File: config.mk
export PLATFORM = sky130hd
export DESIGN_NAME = pwp_top
export DESIGN_NICKNAME = d
export VERILOG_FILES = /design/src/hdl/pwp_pkg.sv /design/src/hdl/pwp_flag_bank.sv /design/src/hdl/pwp_apb_slave.sv /design/src/hdl/pwp_top.sv
export VERILOG_INCLUDE_DIRS = /design/src /design/src/hdl
export SDC_FILE = /design/constraint.sdc
export NUM_CORES = 1
export LEC_CHECK = 0
export BUFFER_PORTS_ARGS = -buffer_cell sky130_fd_sc_hd__buf_4
export CAP_MARGIN = 25
export CORE_MARGIN = 8
export CORE_UTILIZATION = 37
export DETAILED_ROUTE_END_ITERATION = 8
export PLACE_DENSITY = 0.73
export SYNTH_ARGS = -nofsm -noshare
export SYNTH_HDL_FRONTEND = slang
export SYNTH_SLANG_ARGS = --single-unit
export TNS_END_PERCENT = 10
File: constraint.sdc
create_clock -name mclk -period 2.6 [get_ports mclk]
set_clock_uncertainty 0.2 [all_clocks]
set_input_delay 0.39 -clock mclk [delete_from_list [all_inputs] [get_ports mclk]]
set_output_delay 0.39 -clock mclk [all_outputs]
set_load 0.01 [all_outputs]
File: src/hdl/pwp_map.svh
// Register offsets, bit positions and reset values of the write protect block
`ifndef PWP_MAP_SVH
`define PWP_MAP_SVH

// Byte offsets inside each instance window
`define PWP_CLEAR_OFFSET 3'h0
`define PWP_SET_OFFSET 3'h4
// Instance windows, base byte address of each
`define PWP_CORE_BASE 8'h00
`define PWP_SYS_BASE 8'h10

// Core instance flag positions
`define PWP_BIT_EXTINT 6
`define PWP_BIT_RTC 5
`define PWP_BIT_WATCHDOG 4
`define PWP_BIT_CLOCKGEN 3
`define PWP_BIT_SYSCTL 2
`define PWP_BIT_POWERMGR 1
// System instance flag positions
`define PWP_BIT_TRACE 6
`define PWP_BIT_PINCTL 3
`define PWP_BIT_FLASHCTL 2
`define PWP_BIT_DEBUG 1

// Implemented bits of each instance
`define PWP_CORE_MASK 32'h0000007e
`define PWP_SYS_MASK 32'h0000004e
// Reset values
`define PWP_CORE_RESET 32'h00000000
`define PWP_SYS_RESET 32'h00000002

`endif

File: src/hdl/pwp_pkg.sv
// Types shared by the write protect block
package pwp_pkg;
    // APB access phase states
    typedef enum logic [0:0] {
        PWP_IDLE = 1'b0,
        PWP_ACCESS = 1'b1
    } pwp_apb_state_t;
    typedef logic [31:0] pwp_word_t;
endpackage

File: src/hdl/pwp_flag_bank.sv
// One bank of write protect flags with clear and set write ports
`timescale 1ns/100ps
module pwp_flag_bank #(
    parameter logic [31:0] MASK = 32'h0,
    parameter logic [31:0] RESETVAL = 32'h0
) (
    input wire logic mclk, // Clock
    input wire logic reset, // Async reset, active high
    input wire logic clearWe, // Write strobe, clear register
    input wire logic setWe, // Write strobe, set register
    input wire logic [31:0] wdata, // Write data
    output logic [31:0] flags // Current protection flags
);
    logic [31:0] flags_reg;
    logic [31:0] flags_next;

    // Per-bit update; zeros leave the flag alone
    always_comb begin
        flags_next = flags_reg;
        if (clearWe) begin
            flags_next = flags_reg & ~(wdata & MASK);
        end
        if (setWe) begin
            flags_next = flags_reg | (wdata & MASK);
        end
    end

    // Unused bits stay zero since the mask keeps them out
    always_ff @(posedge mclk or posedge reset) begin
        if (reset) begin
            flags_reg <= RESETVAL;
        end else begin
            flags_reg <= flags_next;
        end
    end

    assign flags = flags_reg;
endmodule

File: src/hdl/pwp_apb_slave.sv
// APB slave decode for the write protect block
`timescale 1ns/100ps
module pwp_apb_slave (
    input wire logic mclk, // Clock
    input wire logic reset, // Async reset, active high
    input wire logic psel, // APB select
    input wire logic penable, // APB enable
    input wire logic pwrite, // APB direction
    input wire logic [7:0] paddr, // APB byte address
    output logic accessEn, // Access phase, one cycle
    output logic pready // Ready, registered
);
    pwp_pkg::pwp_apb_state_t state_reg;
    pwp_pkg::pwp_apb_state_t state_next;

    // No wait states: ready rises in the first access cycle
    always_comb begin
        case (state_reg)
            pwp_pkg::PWP_IDLE: begin
                state_next = (psel && !penable) ? pwp_pkg::PWP_ACCESS
                                                : pwp_pkg::PWP_IDLE;
            end
            pwp_pkg::PWP_ACCESS: begin
                state_next = pwp_pkg::PWP_IDLE;
            end
            default: begin
                state_next = pwp_pkg::PWP_IDLE;
            end
        endcase
    end

    always_ff @(posedge mclk or posedge reset) begin
        if (reset) begin
            state_reg <= pwp_pkg::PWP_IDLE;
        end else begin
            state_reg <= state_next;
        end
    end

    assign pready = (state_reg == pwp_pkg::PWP_ACCESS);
    assign accessEn = pready && psel && penable;
endmodule

File: src/hdl/pwp_top.sv
// Peripheral write protect controller, two instances behind one APB slave
//
// Summary of operation
// - Writing a zero to any flag position in clear or set leaves it as is.
// - Writing a one to clear removes protection; reads show 1 if protected.
// - Core bank bits 6..1 are ext interrupt, RTC, watchdog, clock gen, sysctl, power.
// - System bank bits 6,3,2,1 are trace, pin ctl, flash ctl, debug; others unused.
// - System bank resets to 0x000002, core bank resets to 0x000000.
`timescale 1ns/100ps
`include "pwp_map.svh"
module pwp_top (
    input wire logic mclk, // Clock, 100 MHz
    input wire logic reset, // Async reset, active high
    input wire logic psel, // APB select
    input wire logic penable, // APB enable
    input wire logic pwrite, // APB direction, high for write
    input wire logic [7:0] paddr, // APB byte address
    input wire logic [31:0] pwdata, // APB write data
    output logic [31:0] prdata, // APB read data
    output logic pready, // APB ready
    output logic pslverr, // APB error, unmapped address
    output logic extIntProtect, // External interrupt unit locked
    output logic rtcProtect, // Real-time counter locked
    output logic watchdogProtect, // Watchdog unit locked
    output logic clockGenProtect, // Clock generator unit locked
    output logic sysCtlProtect, // System control unit locked
    output logic powerMgrProtect, // Power manager unit locked
    output logic traceProtect, // Trace buffer unit locked
    output logic pinCtlProtect, // Pin controller locked
    output logic flashCtlProtect, // Flash controller unit locked
    output logic debugProtect // Debug service unit locked
);
    logic accessEn;
    logic readyInt;
    logic [31:0] coreFlags;
    logic [31:0] sysFlags;
    logic coreHit;
    logic sysHit;
    logic isSet;
    logic mapped;
    logic coreClrWe;
    logic coreSetWe;
    logic sysClrWe;
    logic sysSetWe;
    logic [31:0] rdata_reg;
    logic [31:0] rdata_next;
    logic slverr_reg;
    logic slverr_next;

    ////////////////////////////////////////////////////////////////////////
    // Bus handshake
    pwp_apb_slave u_apb (
        .mclk(mclk),
        .reset(reset),
        .psel(psel),
        .penable(penable),
        .pwrite(pwrite),
        .paddr(paddr),
        .accessEn(accessEn),
        .pready(readyInt)
    );

    ////////////////////////////////////////////////////////////////////////
    // Address decode; any offset in a window that is not 0 or 4 errs
    assign coreHit = (paddr[7:3] == 5'(`PWP_CORE_BASE >> 3));
    assign sysHit = (paddr[7:3] == 5'(`PWP_SYS_BASE >> 3));
    assign isSet = (paddr[2:0] == `PWP_SET_OFFSET);
    assign mapped = (coreHit || sysHit)
        && ((paddr[2:0] == `PWP_CLEAR_OFFSET) || isSet);

    // Strobes fire only at the completing edge
    assign coreClrWe = accessEn && pwrite && mapped && coreHit && !isSet;
    assign coreSetWe = accessEn && pwrite && mapped && coreHit && isSet;
    assign sysClrWe = accessEn && pwrite && mapped && sysHit && !isSet;
    assign sysSetWe = accessEn && pwrite && mapped && sysHit && isSet;

    ////////////////////////////////////////////////////////////////////////
    // Flag banks
    pwp_flag_bank #(
        .MASK(`PWP_CORE_MASK),
        .RESETVAL(`PWP_CORE_RESET)
    ) u_core (
        .mclk(mclk),
        .reset(reset),
        .clearWe(coreClrWe),
        .setWe(coreSetWe),
        .wdata(pwdata),
        .flags(coreFlags)
    );

    pwp_flag_bank #(
        .MASK(`PWP_SYS_MASK),
        .RESETVAL(`PWP_SYS_RESET)
    ) u_sys (
        .mclk(mclk),
        .reset(reset),
        .clearWe(sysClrWe),
        .setWe(sysSetWe),
        .wdata(pwdata),
        .flags(sysFlags)
    );

    ////////////////////////////////////////////////////////////////////////
    // Read data held after the access; set and clear read the same flags
    always_comb begin
        rdata_next = rdata_reg;
        slverr_next = 1'b0;
        if (psel && !penable) begin
            rdata_next = 32'h00000000;
            if (!pwrite && coreHit && mapped) begin
                rdata_next = coreFlags;
            end else if (!pwrite && sysHit && mapped) begin
                rdata_next = sysFlags;
            end
            slverr_next = !mapped;
        end else if (psel && penable) begin
            // Access lasts one cycle, so the error flop drops after it
            slverr_next = 1'b0;
            // Refresh in case a write landed between setup and access
            if (!pwrite && coreHit && mapped) begin
                rdata_next = coreFlags;
            end else if (!pwrite && sysHit && mapped) begin
                rdata_next = sysFlags;
            end
        end
    end

    always_ff @(posedge mclk or posedge reset) begin
        if (reset) begin
            rdata_reg <= 32'h00000000;
            slverr_reg <= 1'b0;
        end else begin
            rdata_reg <= rdata_next;
            slverr_reg <= slverr_next;
        end
    end

    assign prdata = rdata_reg;
    assign pready = readyInt;
    // Error flop is only ever high in the access cycle, so no gating
    assign pslverr = slverr_reg;

    ////////////////////////////////////////////////////////////////////////
    // Per-peripheral lock outputs, straight from the flag flip-flops
    assign extIntProtect = coreFlags[`PWP_BIT_EXTINT];
    assign rtcProtect = coreFlags[`PWP_BIT_RTC];
    assign watchdogProtect = coreFlags[`PWP_BIT_WATCHDOG];
    assign clockGenProtect = coreFlags[`PWP_BIT_CLOCKGEN];
    assign sysCtlProtect = coreFlags[`PWP_BIT_SYSCTL];
    assign powerMgrProtect = coreFlags[`PWP_BIT_POWERMGR];
    assign traceProtect = sysFlags[`PWP_BIT_TRACE];
    assign pinCtlProtect = sysFlags[`PWP_BIT_PINCTL];
    assign flashCtlProtect = sysFlags[`PWP_BIT_FLASHCTL];
    assign debugProtect = sysFlags[`PWP_BIT_DEBUG];

    ////////////////////////////////////////////////////////////////////////
    // Checks
    logic [31:0] pwdata_q;
    logic [31:0] coreFlags_q;
    logic [31:0] sysFlags_q;
    always_ff @(posedge mclk or posedge reset) begin
        if (reset) begin
            pwdata_q <= 32'h00000000;
            coreFlags_q <= 32'h00000000;
            sysFlags_q <= 32'h00000000;
        end else begin
            pwdata_q <= pwdata;
            coreFlags_q <= coreFlags;
            sysFlags_q <= sysFlags;
        end
    end

    chk_clear_write: assert property (
        @(posedge mclk) disable iff (reset)
        coreClrWe |=> ((coreFlags & (pwdata_q & `PWP_CORE_MASK)) == 32'h0))
        else $error("clear write left a flag set");

    chk_zero_keeps: assert property (
        @(posedge mclk) disable iff (reset)
        (sysClrWe || sysSetWe) |=>
        (((sysFlags ^ sysFlags_q) & ~pwdata_q) == 32'h0))
        else $error("zero bit changed a flag");

    chk_set_write: assert property (
        @(posedge mclk) disable iff (reset)
        sysSetWe |=> ((sysFlags & pwdata_q & `PWP_SYS_MASK)
        == (pwdata_q & `PWP_SYS_MASK)))
        else $error("set write did not protect");

    chk_unused_bits: assert property (
        @(posedge mclk) disable iff (reset)
        ((sysFlags & ~`PWP_SYS_MASK) == 32'h0)
        && ((coreFlags & ~`PWP_CORE_MASK) == 32'h0))
        else $error("unused flag bit set");

    // Ext interrupt and power manager lock pins follow a core set write on the bits that were written
    chk_core_map: assert property (
        @(posedge mclk) disable iff (reset)
        coreSetWe |=>
        ((extIntProtect == (coreFlags_q[6] | pwdata_q[6]))
        && (powerMgrProtect == (coreFlags_q[1] | pwdata_q[1]))))
        else $error("core lock mapping wrong");

    chk_reset_value: assert property (
        @(posedge mclk)
        $fell(reset) |-> (sysFlags == 32'h2 && coreFlags == 32'h0))
        else $error("wrong reset flags");

    chk_read_data: assert property (
        @(posedge mclk) disable iff (reset)
        (psel && !penable && !pwrite && sysHit && mapped)
        |=> (prdata == sysFlags_q))
        else $error("read did not return flags");

    chk_no_spurious: assert property (
        @(posedge mclk) disable iff (reset)
        !(coreClrWe || coreSetWe) |=> $stable(coreFlags))
        else $error("core flags moved without write");
endmodule

---- Yosys cells after proc, flatten, opt, wreduce, memory -nomap -nowiden ----
Cells that the tools add are included.
cells by class
  reductions and logical operators ........ 30
  mux-type cells .......................... 13
  equality and inequality tests ........... 2
  bitwise gates (word level) .............. 7
operators with widths
  cell                  count
  $mux W32              10
  $and A32 B32 Y32      2
  $not A7 Y32           2
  $or A32 B7 Y32        2
  $logic_and A1 B1 Y1   17
  $reduce_bool A2 Y1    3
  $eq A5 B2 Y1 const B  1
  $logic_not A5 Y1      1
  $logic_not A1 Y1      4
  $eq A3 B3 Y1 const B  1
  $logic_not A3 Y1      1
  $reduce_bool A3 Y1    1
  $logic_or A1 B1 Y1    2
  $mux W1               2
  $pmux W1 S2           1
  $reduce_and A2 Y1     1
  $not A1 Y1            1
word-level totals
  bits of input ports ..................... 45
  word-level logic and storage cells ...... 57
  flip-flop bits (word level) ............. 98
  output and inout bits ................... 44

---- Logic depth before layout (Yosys ltp) ----
  depth in word-level cells ............... 8
  mapped depth ............................ 5
  depth with buffers taken out ............ 3

---- Hierarchy ----
From an unflattened synthesis, not the netlist that was laid out.
unflattened totals
  cell total of the unflattened synthesis .. 244
  area, all modules ....................... 2597.5 um2
modules (own cells, without submodules)
  module                   times used  cells an instance  sequential area each (um2)  area each (um2)
  pwp_top                  1           152                825.8                       1752.9
  pwp_flag_bank at u_core  1           46                 150.1                       427.9
  pwp_flag_bank at u_sys   1           42                 101.3                       369.1
  pwp_apb_slave            1           4                  25.0                        47.5

---- Worst setup path after synthesis ----
OpenSTA, ideal clock, no wires.
  path type ............................... input port to flip-flop
  start ................................... input paddr[7]
  end ..................................... register (tool-made name)
  required time ........................... 2275 ps
  slack ................................... 619 ps
  cell stages on the path ................. 4
  setup time .............................. 125 ps
  buffers on the path ..................... 1
  arrival time ............................ 1656 ps
  cells stage by stage .................... buf_6 or4_4 nor4_1 mux2_2
RTL lines
  item             line           text
  start, declared  pwp_top.sv:17  input wire logic [7:0] paddr,

==> results_dict.tcl <==
set metrics [dict create \
    portBuffers 36 \
    yosys_warnings 0 \
    async_reset_ff_share_pct 100.0 \
    synth_compound_area_share_pct 0.4301 \
    fmax_mhz 543.3 \
    cp_slowest_cell "or4_4" \
    synth-edff-count 0 \
    cts_hold_buf 0 \
    hold_viol 17 \
    grt_usage_pct 9.848 \
    path_clk_slew_ps 110 \
    vias 860 \
    grt_pass1_vias 889 \
    routed_wl_mm 2.665 \
    ys_ff_latch 18 \
    cp.required_ps 2600 \
    slew_headroom_pct 55.01 \
    yosysUniqueCellTypes 24 \
    worstMarginPinSlew_ps 674.1 \
    seq_area_frac_synth_pct 38.82 \
    syn_area_mm2 0.001164 \
    fillerInstances 295 \
    synth_fa_ha_area_share_pct 0 \
    critPathMaxFanout 8 \
    mostFrequentLayoutCell "buf_4" \
    fin_setup_tns_ps 0 \
    cts.path.max_buffers 2 \
    initial_core_util_pct 38.43 \
    place_hpwl_mm 2.176 \
    final_nets 190 \
    area.sequential_um2 451.7 \
    clock-sinks 18 \
    slew_viol_final 0 \
    holdWs_ps -14.83 \
    design_area_mm2 0.001370 \
    synth_simple_gate_area_share_pct 21.29 \
    rsz0062_at_grt "no" \
    mostFrequentLayoutCells "36 x buf_4, 26 x conb_1, 17 x dfrtp_1" \
    p_per_area_mw_per_mm2 372.6 \
    synth_flop_cell "dfrtp_1" \
    drcViolationCount 0 \
    placed_cell_area_mm2 0.001344 \
    antenna_found_initial 0 \
    crit_type "in -> reg" \
    dieHeight_um 72.08 \
    postCtsResizedCells 0 \
    drive_above_1_share_pct 38.19 \
    max_cap_violations 0 \
    clockRootBuffer "clkbuf_4" \
    detail_route.wl_per_cell_um 14.18 \
    post-route-min-period_ps 1841 \
    synth.area.mux_share_pct 18.28 \
    drt_iter0_drc 33 \
    path_cells "buf_4 > or4_4 > nor4_1 > mux2_2" \
    irDropWorstVdd_uv 229.7 \
    cp.arrival_ps 1840 \
    synthToLayoutAreaGrowth_pct 17.74 \
    die_area_mm2 0.005196 \
    grt_pass1_wl_mm 4.160 \
    grt_max_degree 19 \
    rrSetupSlack_ps 940 \
    setup_viol 0 \
    status "finished with violations" \
    cts_tree "done" \
    synth_xor_area_share_pct 0 \
    syn_inst 111 \
    core_mm2 0.003028 \
    post-cts-setup-buffers 0 \
    p_leak_uw 0.0007263 \
    insertedDiodeCount 0 \
    failed_checks "negative hold slack" \
    htreeDepth 1 \
    ant_nets 0 \
    avgSynthCellArea_um2 10.48 \
    gp_congestion 0.7904 \
    cts_buffers 3 \
    period_share_pct 70.80 \
    via_per_inst 4.574 \
    gr-total-overflow 0 \
    multi_input_area_um2 563.0 \
    worstHoldPathType "in -> async" \
    num_rows 20 \
    fp.dieW_um 72.08 \
    ios 89 \
    synth_top_family_by_area "simple AND/OR/NAND/NOR gates" \
    first_pass_iters 5 \
    critPathLaunchType "input pin" \
    worstSetupEndpointType "flip-flop" \
    clk_latency_ps 300 \
    critPathMaxStageDelay_ps 540 \
]
[layer usage]
layer | track usage (%) | up-vias | share of wire, %
met5 | 0 | - | 0
li1 | - | 399 | -
met2 | 15.95 | 56 | 44
met3 | 3.444 | 5 | 12
met4 | 2.721 | 0 | 1.1
met1 | 11.97 | 400 | 44
[critical path, delay by kind of cell]
kind	cells	cell delay [ps]
buffers and inverters	1	150
muxes	1	370
and+or+nand+nor	2	920
[path summary, 6_finish.rpt]
check	startpoint	cells past startpoint	end
setup / recovery	paddr[7]	4	flip-flop
hold / removal	reset	2	asynchronous set/reset pin
setup reg to reg	u_apb.pready$_DFF_PP0_	3	flip-flop
hold reg to reg	u_apb.pready$_DFF_PP0_	1	u_apb.pready$_DFF_PP0_
max in group asynchronous	reset	2	asynchronous set/reset pin
min in group mclk	paddr[5]	3	pslverr$_DFF_PP0_
[layout make-up]
type / instances / area share [%]
Multi-Input combinational cell: 85 / 41.10
Sequential cell: 18 / 32.97
Timing Repair Buffer: 36 / 19.73
Tap cell: 44 / 4.018
Clock buffer: 4 / 1.918
Inverter: 1 / 0.2740
[per-stage QoR]
| stage | instances | util, % | hold slack (ps) | setup WS, ps | power (uW) |
|---|---|---|---|---|---|
| 3_5_place_dp | 184 | 44.38 | 283.3 | 459.8 | 365.1 |
| 5_1_grt | 188 | 45.25 | 49.01 | 698.3 | 529.9 |
| 6_report | 188 | 45.25 | -14.83 | 759.3 | 510.4 |
| 3_3_place_gp | 184 | 44.38 | 263.6 | 472.6 | 363.0 |
| 2_1_floorplan | 136 | - | 127.8 | 619.0 | 364.6 |
| 4_1_cts | 188 | 45.25 | 15.61 | 764.7 | 504.0 |
[synthesized netlist by cell type (2+ instances only)]
cell type | instances | area [um2]
buf_4 | 27 | 202.7
clkbuf_1 | 2 | 7.510
dfrtp_1 | 17 | 425.4
mux2_2 | 10 | 112.6
mux2i_1 | 10 | 100.1
nand2_1 | 10 | 37.54
nand2b_1 | 3 | 18.77
nand4_1 | 7 | 43.79
nor2_1 | 2 | 7.510
nor3b_1 | 6 | 45.04
nor4_1 | 4 | 25.02
[report_power, final]
group | internal, uW | leakage (uW) | switching, uW
clock | 59.8 | 0.0000150 | 88.8
combinational | 28.6 | 0.000465 | 50.4
sequential | 282 | 0.000246 | 1.16
total | 370 | 0.000726 | 140
[logic make-up after synthesis]
family                 Yosys count
other                            1
and+or+nand+nor                 38
muxes                           20
buffers and inverters           33
DFF                             18
AOI/OAI and AO/OA                1
(Power assumes the default switching activity.)
